==> src/logic/socket_consts.svh <==
// Constants for the socket mask and present-state register bank
// Operation
// - Mask selects events raising status change interrupt
// - Masked events still set their event flags
// - Unused mask and state bits read zero
// - Bit 3 enables power change interrupt
// - Detect mask 11 enables, 00 blocks, reset 00
// - Bit 0 enables card status interrupt
// - Bus reset only when PME disabled, global reset always
// - State shows live socket and forced values
// - Voltage caps and type captured at insertion
// - Detect changes during identification stay hidden
// - Future voltage socket bits read zero
// - Low voltage socket bit reads one
// - High voltage socket bit one unless overridden
// - Card voltage bits settable by force writes
// - Bad supply flag shows invalid power request
// - State read-only, resets 3000 00XX
// - Card status edge rules, write one clears
// - Detect, power, status bits follow pins
`ifndef SOCKET_CONSTS_SVH
`define SOCKET_CONSTS_SVH

// ----------------------------------------------------------------
// Register offsets
// ----------------------------------------------------------------
`define SOCK_ADDR_W 8
`define SOCK_EVENT_OFS 8'h00
`define SOCK_MASK_OFS 8'h04
`define SOCK_STATE_OFS 8'h08
`define SOCK_FORCE_OFS 8'h0C

// ----------------------------------------------------------------
// Field positions
// ----------------------------------------------------------------
`define EV_STATUS_BIT 0
`define EV_DET1_BIT 1
`define EV_DET2_BIT 2
`define EV_POWER_BIT 3
`define MASK_DET_LO 1
`define MASK_DET_HI 2
`define ST_FUTURE_V2_BIT 31
`define ST_FUTURE_V1_BIT 30
`define ST_LOW_V_BIT 29
`define ST_HIGH_V_BIT 28
`define ST_CARD_V_HI 13
`define ST_CARD_V_LO 10
`define ST_BAD_REQ_BIT 9
`define FORCE_BAD_REQ_BIT 9

// ----------------------------------------------------------------
// Reset values
// ----------------------------------------------------------------
`define MASK_RESET 4'h0
`define EVENT_RESET 4'h0
`define CARD_V_RESET 4'h0
`define DETECT_RESET 2'h3
`define DETECT_ENABLED 2'h3
`define SOCKET_FUTURE_V 1'h0
`define SOCKET_LOW_V 1'h1
`define SOCKET_HIGH_V 1'h1

`endif

==> src/logic/socket_pkg.sv <==
// Types shared by the socket register bank
package socket_pkg;

  // Live socket pins sampled each clock
  typedef struct packed {
    logic detect_two;
    logic detect_one;
    logic card_status;
    logic powered;
  } socket_pins_type;

  // Register access request from the host side
  typedef struct packed {
    logic wr;
    logic rd;
    logic [7:0] addr;
    logic [31:0] wdata;
  } reg_req_type;

endpackage

==> src/logic/socket_event_flags.sv <==
// Sticky socket event flags with edge detection
`timescale 1ns/10ps
`include "socket_consts.svh"
module socket_event_flags (
  input wire logic sys_clk_i,
  input wire logic rst_i,
  input wire logic soft_clear_i,
  input wire logic [3:0] state_i,
  input wire logic cardbus_i,
  input wire logic [3:0] clear_i,
  input wire logic [3:0] force_i,
  output logic [3:0] flags_o
);

  logic [3:0] prev;
  logic primed;
  logic [3:0] change;
  logic [3:0] next_flags;

  // -------------------------------------------------------------
  // Change detection
  // -------------------------------------------------------------
  // Status pin: rising only for CardBus, both edges for 16-bit
  assign change[`EV_STATUS_BIT] = primed &&
    (cardbus_i ? (state_i[`EV_STATUS_BIT] && !prev[`EV_STATUS_BIT])
               : (state_i[`EV_STATUS_BIT] != prev[`EV_STATUS_BIT]));

  genvar gi;
  generate
    for (gi = 0; gi < 4; gi = gi + 1) begin : g_flag
      if (gi != `EV_STATUS_BIT) begin : g_any
        // Either direction counts for detect and power
        assign change[gi] = primed && (state_i[gi] != prev[gi]);
      end
      // Set beats clear so an event in the clear cycle is kept
      assign next_flags[gi] = change[gi] || force_i[gi] ||
                              (flags_o[gi] && !clear_i[gi]);
    end
  endgenerate

  // -------------------------------------------------------------
  // Flag and history registers
  // -------------------------------------------------------------
  // First cycle after reset only primes history, no false event
  always_ff @(posedge sys_clk_i or posedge rst_i) begin
    if (rst_i) begin
      flags_o <= `EVENT_RESET;
      prev <= 4'h0;
      primed <= 1'b0;
    end else if (soft_clear_i) begin
      flags_o <= `EVENT_RESET;
      prev <= state_i;
      primed <= 1'b1;
    end else begin
      flags_o <= next_flags;
      prev <= state_i;
      primed <= 1'b1;
    end
  end

endmodule

==> src/logic/card_capture.sv <==
// Card voltage capability and type captured at insertion
`timescale 1ns/10ps
`include "socket_consts.svh"
module card_capture (
  input wire logic sys_clk_i,
  input wire logic rst_i,
  input wire logic soft_clear_i,
  input wire logic identify_done_i,
  input wire logic [3:0] card_v_caps_i,
  input wire logic card_is_cardbus_i,
  input wire logic force_wr_i,
  input wire logic [3:0] force_v_i,
  output logic [3:0] card_v_o,
  output logic cardbus_o
);

  // -------------------------------------------------------------
  // Capture on insertion, force writes may only add bits
  // -------------------------------------------------------------
  // Held between insertions so a flaky pin cannot alter them
  always_ff @(posedge sys_clk_i or posedge rst_i) begin
    if (rst_i) begin
      card_v_o <= `CARD_V_RESET;
      cardbus_o <= 1'b0;
    end else if (soft_clear_i) begin
      card_v_o <= `CARD_V_RESET;
      cardbus_o <= 1'b0;
    end else if (identify_done_i) begin
      card_v_o <= card_v_caps_i;
      cardbus_o <= card_is_cardbus_i;
    end else if (force_wr_i) begin
      card_v_o <= card_v_o | force_v_i;
    end
  end

endmodule

==> src/logic/socket_mask_and_present_state.sv <==
// Socket event, mask, present-state and force-event registers
`timescale 1ns/10ps
`include "socket_consts.svh"
module socket_mask_and_present_state (
  input wire logic sys_clk_i,
  input wire logic rst_i,
  input wire logic bus_reset_pin_i,
  input wire logic pme_enable_i,
  input wire socket_pkg::reg_req_type req_i,
  output logic [31:0] reg_rdata_o,
  input wire socket_pkg::socket_pins_type pins_i,
  input wire logic identify_busy_i,
  input wire logic identify_done_i,
  input wire logic [3:0] card_v_caps_i,
  input wire logic card_is_cardbus_i,
  input wire logic invalid_supply_request_i,
  input wire logic high_v_disable_i,
  output logic status_change_interrupt_o
);

  // -------------------------------------------------------------
  // Reset selection
  // -------------------------------------------------------------
  // Bus reset only clears context when PME is off
  logic soft_clear;
  assign soft_clear = bus_reset_pin_i && !pme_enable_i;

  // -------------------------------------------------------------
  // Address decode
  // -------------------------------------------------------------
  logic hit_event;
  logic hit_mask;
  logic hit_state;
  logic hit_force;
  logic wr_event;
  logic wr_mask;
  logic wr_force;
  assign hit_event = (req_i.addr == `SOCK_EVENT_OFS);
  assign hit_mask = (req_i.addr == `SOCK_MASK_OFS);
  assign hit_state = (req_i.addr == `SOCK_STATE_OFS);
  assign hit_force = (req_i.addr == `SOCK_FORCE_OFS);
  assign wr_event = req_i.wr && hit_event;
  assign wr_mask = req_i.wr && hit_mask;
  assign wr_force = req_i.wr && hit_force;
  // Present state has no write decode at all

  // -------------------------------------------------------------
  // Detect line hold during identification
  // -------------------------------------------------------------
  // Bridge drives the detect lines itself while identifying
  logic [1:0] detect_held;
  always_ff @(posedge sys_clk_i or posedge rst_i) begin
    if (rst_i) begin
      detect_held <= `DETECT_RESET;
    end else if (!identify_busy_i) begin
      detect_held <= {pins_i.detect_two, pins_i.detect_one};
    end
  end

  // -------------------------------------------------------------
  // Live low bits of present state
  // -------------------------------------------------------------
  logic [3:0] live_bits;
  assign live_bits[`EV_STATUS_BIT] = pins_i.card_status;
  assign live_bits[`EV_DET1_BIT] = detect_held[0];
  assign live_bits[`EV_DET2_BIT] = detect_held[1];
  assign live_bits[`EV_POWER_BIT] = pins_i.powered;

  // -------------------------------------------------------------
  // Card capability capture
  // -------------------------------------------------------------
  logic [3:0] card_v;
  logic cardbus;
  card_capture u_capture (
    .sys_clk_i(sys_clk_i),
    .rst_i(rst_i),
    .soft_clear_i(soft_clear),
    .identify_done_i(identify_done_i),
    .card_v_caps_i(card_v_caps_i),
    .card_is_cardbus_i(card_is_cardbus_i),
    .force_wr_i(wr_force),
    .force_v_i(req_i.wdata[`ST_CARD_V_HI:`ST_CARD_V_LO]),
    .card_v_o(card_v),
    .cardbus_o(cardbus)
  );

  // -------------------------------------------------------------
  // Event flags
  // -------------------------------------------------------------
  logic [3:0] event_flags;
  logic [3:0] event_clear;
  logic [3:0] event_force;
  assign event_clear = wr_event ? req_i.wdata[3:0] : 4'h0;
  assign event_force = wr_force ? req_i.wdata[3:0] : 4'h0;

  socket_event_flags u_events (
    .sys_clk_i(sys_clk_i),
    .rst_i(rst_i),
    .soft_clear_i(soft_clear),
    .state_i(live_bits),
    .cardbus_i(cardbus),
    .clear_i(event_clear),
    .force_i(event_force),
    .flags_o(event_flags)
  );

  // -------------------------------------------------------------
  // Mask register
  // -------------------------------------------------------------
  logic [3:0] mask;
  always_ff @(posedge sys_clk_i or posedge rst_i) begin
    if (rst_i) begin
      mask <= `MASK_RESET;
    end else if (soft_clear) begin
      mask <= `MASK_RESET;
    end else if (wr_mask) begin
      mask <= req_i.wdata[3:0];
    end
  end

  // -------------------------------------------------------------
  // Forced bad supply request
  // -------------------------------------------------------------
  // Force write sets or clears it; the live request is ORed in
  logic bad_req_forced;
  always_ff @(posedge sys_clk_i or posedge rst_i) begin
    if (rst_i) begin
      bad_req_forced <= 1'b0;
    end else if (soft_clear) begin
      bad_req_forced <= 1'b0;
    end else if (wr_force) begin
      bad_req_forced <= req_i.wdata[`FORCE_BAD_REQ_BIT];
    end
  end

  // -------------------------------------------------------------
  // Interrupt gating
  // -------------------------------------------------------------
  // Reserved detect mask codes 01 and 10 are treated as blocking
  logic detect_en;
  logic [3:0] enable_bits;
  logic next_irq;
  assign detect_en = (mask[`MASK_DET_HI:`MASK_DET_LO] == `DETECT_ENABLED);
  assign enable_bits[`EV_STATUS_BIT] = mask[`EV_STATUS_BIT];
  assign enable_bits[`EV_DET1_BIT] = detect_en;
  assign enable_bits[`EV_DET2_BIT] = detect_en;
  assign enable_bits[`EV_POWER_BIT] = mask[`EV_POWER_BIT];
  assign next_irq = |(event_flags & enable_bits);

  always_ff @(posedge sys_clk_i or posedge rst_i) begin
    if (rst_i) begin
      status_change_interrupt_o <= 1'b0;
    end else begin
      status_change_interrupt_o <= next_irq;
    end
  end

  // -------------------------------------------------------------
  // Read data
  // -------------------------------------------------------------
  logic [31:0] state_word;
  logic [31:0] mask_word;
  logic [31:0] event_word;
  logic [31:0] next_rdata;
  assign mask_word = {28'h0000000, mask};
  assign event_word = {28'h0000000, event_flags};
  always_comb begin
    state_word = 32'h00000000;
    state_word[`ST_FUTURE_V2_BIT] = `SOCKET_FUTURE_V;
    state_word[`ST_FUTURE_V1_BIT] = `SOCKET_FUTURE_V;
    state_word[`ST_LOW_V_BIT] = `SOCKET_LOW_V;
    state_word[`ST_HIGH_V_BIT] = `SOCKET_HIGH_V && !high_v_disable_i;
    state_word[`ST_CARD_V_HI:`ST_CARD_V_LO] = card_v;
    state_word[`ST_BAD_REQ_BIT] = invalid_supply_request_i || bad_req_forced;
    state_word[3:0] = live_bits;
  end

  // Force register and unmapped offsets read as zero
  assign next_rdata = hit_event ? event_word :
                      hit_mask ? mask_word :
                      hit_state ? state_word : 32'h00000000;

  // Registered so the read port is glitch free
  always_ff @(posedge sys_clk_i or posedge rst_i) begin
    if (rst_i) begin
      reg_rdata_o <= 32'h00000000;
    end else if (req_i.rd) begin
      reg_rdata_o <= next_rdata;
    end
  end

endmodule

==> config.mk <==
export PLATFORM = sky130hd
export DESIGN_NAME = socket_mask_and_present_state
export DESIGN_NICKNAME = d
export VERILOG_FILES = /design/src/logic/socket_pkg.sv /design/src/logic/socket_event_flags.sv /design/src/logic/card_capture.sv /design/src/logic/socket_mask_and_present_state.sv
export VERILOG_INCLUDE_DIRS = /design/src /design/src/logic
export SDC_FILE = /design/constraint.sdc
export NUM_CORES = 1
export LEC_CHECK = 0
export BUFFER_PORTS_ARGS = -buffer_cell sky130_fd_sc_hd__buf_4
export CAP_MARGIN = 20
export CORE_UTILIZATION = 48
export DETAILED_ROUTE_END_ITERATION = 6
export GPL_TIMING_DRIVEN = 0
export PLACE_DENSITY_LB_ADDON = 0.1
export SLEW_MARGIN = 20
export SYNTH_ARGS = -nofsm -noshare
export SYNTH_HDL_FRONTEND = slang
export SYNTH_SLANG_ARGS = --single-unit
==> constraint.sdc <==
create_clock -name sys_clk_i -period 1.7 [get_ports sys_clk_i]
set_input_delay 0.34 -clock sys_clk_i [delete_from_list [all_inputs] [get_ports sys_clk_i]]
set_output_delay 0.34 -clock sys_clk_i [all_outputs]
set_load 0.005 [all_outputs]
==> results of run 1 <==
-- kinds of logic (layout without fill, tap and decap cells) --
| group | count (synthesis) | count (layout) | share of synthesized area (%) |
|---|---|---|---|
| and+or+nand+nor | 38 | 38 | 13.4 |
| other | 2 | 22 | 0.429 |
| muxes | 11 | 11 | 6.44 |
| DFF | 33 | 33 | 47.4 |
| AOI/OAI and AO/OA | 40 | 40 | 18.0 |
| buffers and inverters | 35 | 89 | 12.2 |
| xor gates and xnor gates | 3 | 3 | 1.50 |
| adders and majority gates | 1 | 1 | 0.715 |
-- stage by stage --
stage	instance area, sq um	TNS [ns]
finish	2330	0
global placement	2230	-4.19
floorplan	1830	0
global route	2330	0
detailed placement	2240	-2.31
CTS	2330	0
-- layout make-up --
cell class,instances,area [sq um],area share [%]
Sequential cell,33,828,35.6
Multi-Input combinational cell,115,792,34.0
Timing Repair Buffer,46,345,14.8
Buffer,29,195,8.38
Tap cell,46,57.6,2.47
Clock buffer,6,51.3,2.20
Clock inverter,2,37.5,1.61
Inverter,6,22.5,0.967
-- state kept, by name (all words and copies together), names as in the netlist, 2 cells and up --
| name | count |
|---|---|
| reg_rdata_o | 11 |
| mask | 4 |
| u_capture.card_v_o | 4 |
| u_events.flags_o | 4 |
| u_events.prev | 4 |
| detect_held | 2 |
-- per-layer routing --
metal  vias to the layer above  track usage (%)  wire (microns)
met3                         6             5.88             270
met5                         -                0               0
met2                        68             33.7            1790
met1                       653             26.8            1700
li1                        699                -               -
met4                         0             6.98              34
-- placed cells by master, fill, tap and decap left out, types with 2 or more instances in the layout --
cell / Yosys / routed
a22o_1: 4 / 4
mux2_2: 2 / 2
buf_4: 22 / 67
a31oi_1: 4 / 4
nor2b_1: 2 / 2
nand2b_1: 7 / 7
nand2_1: 13 / 13
dfstp_2: 2 / 2
a21oi_1: 5 / 5
clkbuf_4: 0 / 5
nand4_1: 5 / 5
o41ai_1: 4 / 4
mux2i_1: 9 / 9
o21ai_0: 4 / 4
clkbuf_1: 6 / 6
nor2_1: 2 / 2
inv_1: 6 / 5
a2bb2oi_1: 4 / 4
dfrtp_1: 31 / 31
conb_1: 2 / 22
o2bb2ai_2: 2 / 2
xor2_1: 3 / 3
o2bb2ai_1: 4 / 4
a41oi_1: 4 / 4
or4_4: 1 / 2
-- synthesized netlist by cell type, drive strengths merged, types with 3 or more instances --
cell type,number
a22o,4
o21ai,4
inv,6
a2bb2oi,4
o2bb2ai,6
clkbuf,6
o41ai,4
nand2,13
a21oi,5
a41oi,4
buf,23
dfrtp,31
a31oi,4
nand2b,7
mux2i,9
xor2,3
nand4,5
-- path summary, 6_finish.rpt --
path	cells after the start	to	from	slack, ns
worst min register to register	0	u_events.prev[1]	detect_held[0]	0.43
worst max register to register	5	u_events.flags_o[0]	u_events.prev[0]	0.57
max in group asynchronous	2	u_capture.card_v_o[1]	rst_i	1.17
worst min-delay path	2	u_events.flags_o[2]	rst_i	0.09
min in group sys_clk_i	1	u_events.prev[3]	pins_i[0]	0.13
worst max-delay path	5	mask[3]	req_i[33]	0.18
-- where the power goes --
part	switching (mW)	leakage, nW	total, mW	internal (mW)
Clock	0.275	0.0445	0.624	0.349
Sequential	0.0351	0.426	0.865	0.830
Combinational	0.133	0.681	0.284	0.152
Total	0.443	1.15	1.77	1.33
==> impl_metrics.tcl, run 1 <==
set metrics [dict create \
    nets 296 \
    ys_async_sr_fraction_pct 100 \
    place.gp.congestion 0.825 \
    crit_type "in2reg" \
    rows 21 \
    instances_no_fill 283 \
    grt_pass1_vias 1352 \
    synthesis.area_sq_mm 0.00175 \
    cts_tree "yes" \
    post_cts.repair.setup_buffers 0 \
    core_sq_mm 0.00342 \
    hold_viol_final 0 \
    worstPathRequired_ns 1.97 \
    total_power_mw 1.77 \
    setup_violations 0 \
    rsz0062_at_grt "no" \
    via_per_inst 5.04 \
    yosys_warnings 0 \
    syn_to_final_growth_pct 33.2 \
    grt_max_degree 34 \
    synthDistinctLibCells 39 \
    worst_pin_slew_ns 0.862 \
    start_util_pct 51.2 \
    synth_enable_flop_cells 0 \
    power_density_mw_per_mm2 761 \
    die_area_sq_mm 0.00389 \
    grt_overflow_total 0 \
    finalCritPeriodShare_pct 89.6 \
    path_delay_family "simple AND/OR/NAND/NOR gates" \
    wl_mm 3.80 \
    startpoint_type "input pin" \
    drive_gt1_share_pct 37.6 \
    crit_path_end_kind "flip-flop" \
    fillers 291 \
    cts_resized 0 \
    insertedDiodeCount 0 \
    slowest_stage "or4_4" \
    crit_chain "buf_4 > or4_4 > buf_6 > nor3_2 > mux2i_1" \
    cts_buffer_depth 2 \
    die_w_microns 62.4 \
    fp.dieH_microns 62.4 \
    cp_data_arrival_time_ns 1.80 \
    clk_pin_slew_ns 0.11 \
    grt_pass1_wl_mm 6.28 \
    status "finished, final reports clean" \
    ir_worst_vdd_mv 0.623 \
    pre_cts_ws_ns -0.196 \
    first_pass_iters 4 \
    clk_latency_ns 0.34 \
    synth_top_area_share_pct 44.3 \
    drv_cap 0 \
    synth.avg_cell_area_sq_um 10.7 \
    finalMaxSlewViolations 0 \
    period_minus_slack_ns 1.52 \
    yosys.area.top_type "dfrtp_1" \
    dp_hpwl_mm 2.90 \
    hp-class "in2async" \
    antenna_found_initial 0 \
    critPathBufInv 2 \
    whs_ns 0.0908 \
    skew_ns 0.00863 \
    io_buffers 46 \
    syn_inst 163 \
    cts-root-buf "clkbuf_4" \
    postCtsHoldBufs 0 \
    ys.flop_type "dfrtp_1" \
    ant_nets 0 \
    synth-seq-cells 33 \
    slowest_delay_ns 0.53 \
    p_leak_nw 1.15 \
    path_max_fanout 9 \
    fmax_mhz 657 \
    pin_count 92 \
    yosysSeqAreaShare_pct 47.4 \
    grt_use_total_pct 20.8 \
    drtIter0Drc 64 \
    synth_area_leaders "dfrtp_1, buf_4, mux2i_1, dfstp_2, nand2_1" \
    numCtsBuffers 5 \
    slew-limit-headroom_pct 42.1 \
    vias 1426 \
    placed_cells 275 \
    routedWlPerCell_microns 13.4 \
    final_util_pct 68.2 \
    ctsHtreeMaxLevel 2 \
    cts.sinks 33 \
    timing.final.ws_setup_ns 0.177 \
    drc 0 \
]
Power figures use the tool's default switching activity.
==> run 2: changes to the inputs <==
--- a/config.mk
+++ b/config.mk
@@ -6,6 +6,7 @@
 export SDC_FILE = /design/constraint.sdc
 export NUM_CORES = 1
 export LEC_CHECK = 0
+export ABC_AREA = 0
 export BUFFER_PORTS_ARGS = -buffer_cell sky130_fd_sc_hd__buf_4
 export CAP_MARGIN = 20
 export CORE_UTILIZATION = 48
==> constraint.sdc (replaced) <==
create_clock -name sys_clk_i -period 1.7 [get_ports sys_clk_i]
set_input_delay 0.17 -clock sys_clk_i [delete_from_list [all_inputs] [get_ports sys_clk_i]]
set_output_delay 0.17 -clock sys_clk_i [all_outputs]
set_load 0.005 [all_outputs]
==> run 2 against run 1 <==
Effect of this change:
- clock power down 27%
- worst setup slack better by 0.099 ns
- final cell count grew 1.4%
- fmax rose by 7.0%
- die area is the same
- critical endpoint is now reg_rdata_o[9]
- sequential share of layout area about the same
- non-clock buffer count is 4 higher
- routed wire length up 0.79%
- first-iteration DRC count is 25% lower
==> impl_metrics.tcl, run 2 (synthesized netlist as in run 1, its figures left out) <==
set metrics [dict create \
    slew-limit-headroom_pct 44.0 \
    drc 0 \
    cts_resized 0 \
    grt_max_degree 34 \
    via_per_inst 5.05 \
    largest_reg_flops 11 \
    crit_path_end_kind "flip-flop" \
    pre_cts_ws_ns -0.0581 \
    finalCritPeriodShare_pct 83.7 \
    grt_overflow_total 0 \
    clk_latency_ns 0.33 \
    setup-tns-final_ns 0 \
    startpoint_type "input pin" \
    cp_data_arrival_time_ns 1.68 \
    ir_worst_vdd_mv 0.423 \
    power.switching_mw 0.416 \
    fmax_mhz 702 \
    use_met1_pct 23.7 \
    grt_pass1_wl_mm 6.59 \
    start_util_pct 51.2 \
    rsz0062_at_grt "no" \
    regMostFlops "reg_rdata_o" \
    crit_chain "buf_4 > or4_1 > buf_4 > or4_4 > o2bb2ai_2" \
    postCtsHoldBufs 4 \
    wl_mm 3.83 \
    combPwrFrac_pct 18.0 \
    crit_type "in2reg" \
    power_density_mw_per_mm2 689 \
    rows 21 \
    grt_use_met3_pct 5.88 \
    grt_pass1_vias 1512 \
    insertedDiodeCount 0 \
    final_common_cell "buf_4" \
    p_leak_nw 1.15 \
    p_sw_share_pct 25.9 \
    grt_use_total_pct 21.8 \
    place.gp.congestion 0.793 \
    ctsHtreeMaxLevel 2 \
    drive_gt1_share_pct 35.7 \
    routedWlPerCell_microns 13.3 \
    cts_buffer_depth 2 \
    seq_area_sq_um 828 \
    multi_input_area_sq_um 788 \
    die_w_microns 62.4 \
    p_int_mw 1.19 \
    use_met2_pct 38.5 \
    post_cts.repair.setup_buffers 0 \
    period_minus_slack_ns 1.42 \
    vias 1449 \
    hp-class "in2reg" \
    dp_hpwl_mm 2.95 \
    drv_cap 0 \
    timing.final.ws_setup_ns 0.276 \
    status "finished, final reports clean" \
    drtIter0Drc 48 \
    numCtsBuffers 5 \
    pwr-share-clk_pct 28.2 \
    fillers 291 \
    finalMaxSlewViolations 0 \
    path_max_fanout 9 \
    cts-root-buf "clkbuf_4" \
    placed_cells 275 \
    core_sq_mm 0.00342 \
    hold_viol_final 0 \
    cts.sinks 33 \
    skew_ns 0.00717 \
    pin_count 92 \
    gr-max-usage-layer "met2" \
    clk_pin_slew_ns 0.09 \
    io_buffers 46 \
    slowest_delay_ns 0.54 \
    ant_nets 0 \
    worst_pin_slew_ns 0.833 \
    die_area_sq_mm 0.00389 \
    critPathBufInv 2 \
    setup_violations 0 \
    first_pass_iters 4 \
    fp.dieH_microns 62.4 \
    worstPathRequired_ns 1.96 \
    instances_no_fill 287 \
    syn_to_final_growth_pct 33.3 \
    p_seq_share_pct 53.8 \
    final_cell_mix "buf_4, dfrtp_1, conb_1, nand2_1, mux2i_1" \
    slowest_stage "or4_4" \
    cpMostUsedCell "buf_4" \
    nets 300 \
    path_delay_family "simple AND/OR/NAND/NOR gates" \
    cts_tree "yes" \
    antenna_found_initial 0 \
]
[run 2: area by class of cell]
class                   instances  share of cell area (%)
flip-flops and latches         33                    35.5
multi-input cells             115                    33.8
repair buffers                 50                    16.5
plain buffers                  29                    8.21
clock buffers                   8                    2.52
well taps                      46                    2.47
inverters                       6                   0.966
[run 2: path summary, 6_finish.rpt]
check                            startpoint             endpoint  slack [ns]  cells after the start
hold / removal                    pins_i[3]       detect_held[1]        0.07                      2
hold reg to reg              detect_held[0]     u_events.prev[1]        0.43                      0
setup / recovery                  req_i[33]       reg_rdata_o[9]        0.28                      5
setup reg to reg           u_events.prev[0]  u_events.flags_o[0]        0.60                      5
max in group asynchronous             rst_i     u_events.prev[2]        0.77                      3
min in group asynchronous             rst_i      reg_rdata_o[28]        0.49                      3
[run 2: worst register-to-register path: stages, from the launching register on]
cell and delay [ns]:
dfrtp_1 0.34, inv_1 0.04, ha_1 0.26, nand2b_1 0.05
a32oi_1 0.19, a31oi_1 0.09
[run 2: metal layers]
metal / up-vias / part of all wire, % / wire (microns)
li1: 701 / - / -
met1: 682 / 42 / 1590
met2: 58 / 50 / 1920
met3: 8 / 6.9 / 266
met4: 0 / 1.4 / 52
met5: - / 0 / 0
[run 2: power groups by stage]
stage | registers [mW] | clock network [mW] | logic, mW
after floorplan | 0.868 | 0 | 0.179
after global placement | 0.878 | 0 | 0.272
after detailed placement | 0.879 | 0 | 0.281
after CTS | 0.864 | 0.464 | 0.289
after global routing | 0.870 | 0.508 | 0.323
final | 0.864 | 0.453 | 0.289
[run 2: stage by stage]
step	instance area, sq um	hold slack [ns]	power (mW)	util, %
2_1_floorplan	1820	0.201	1.05	-
3_3_place_gp	2230	0.312	1.15	65.2
3_5_place_dp	2230	0.315	1.16	65.4
4_1_cts	2330	0.0606	1.62	68.3
5_1_grt	2330	0.0521	1.70	68.3
6_report	2330	0.0717	1.61	68.3
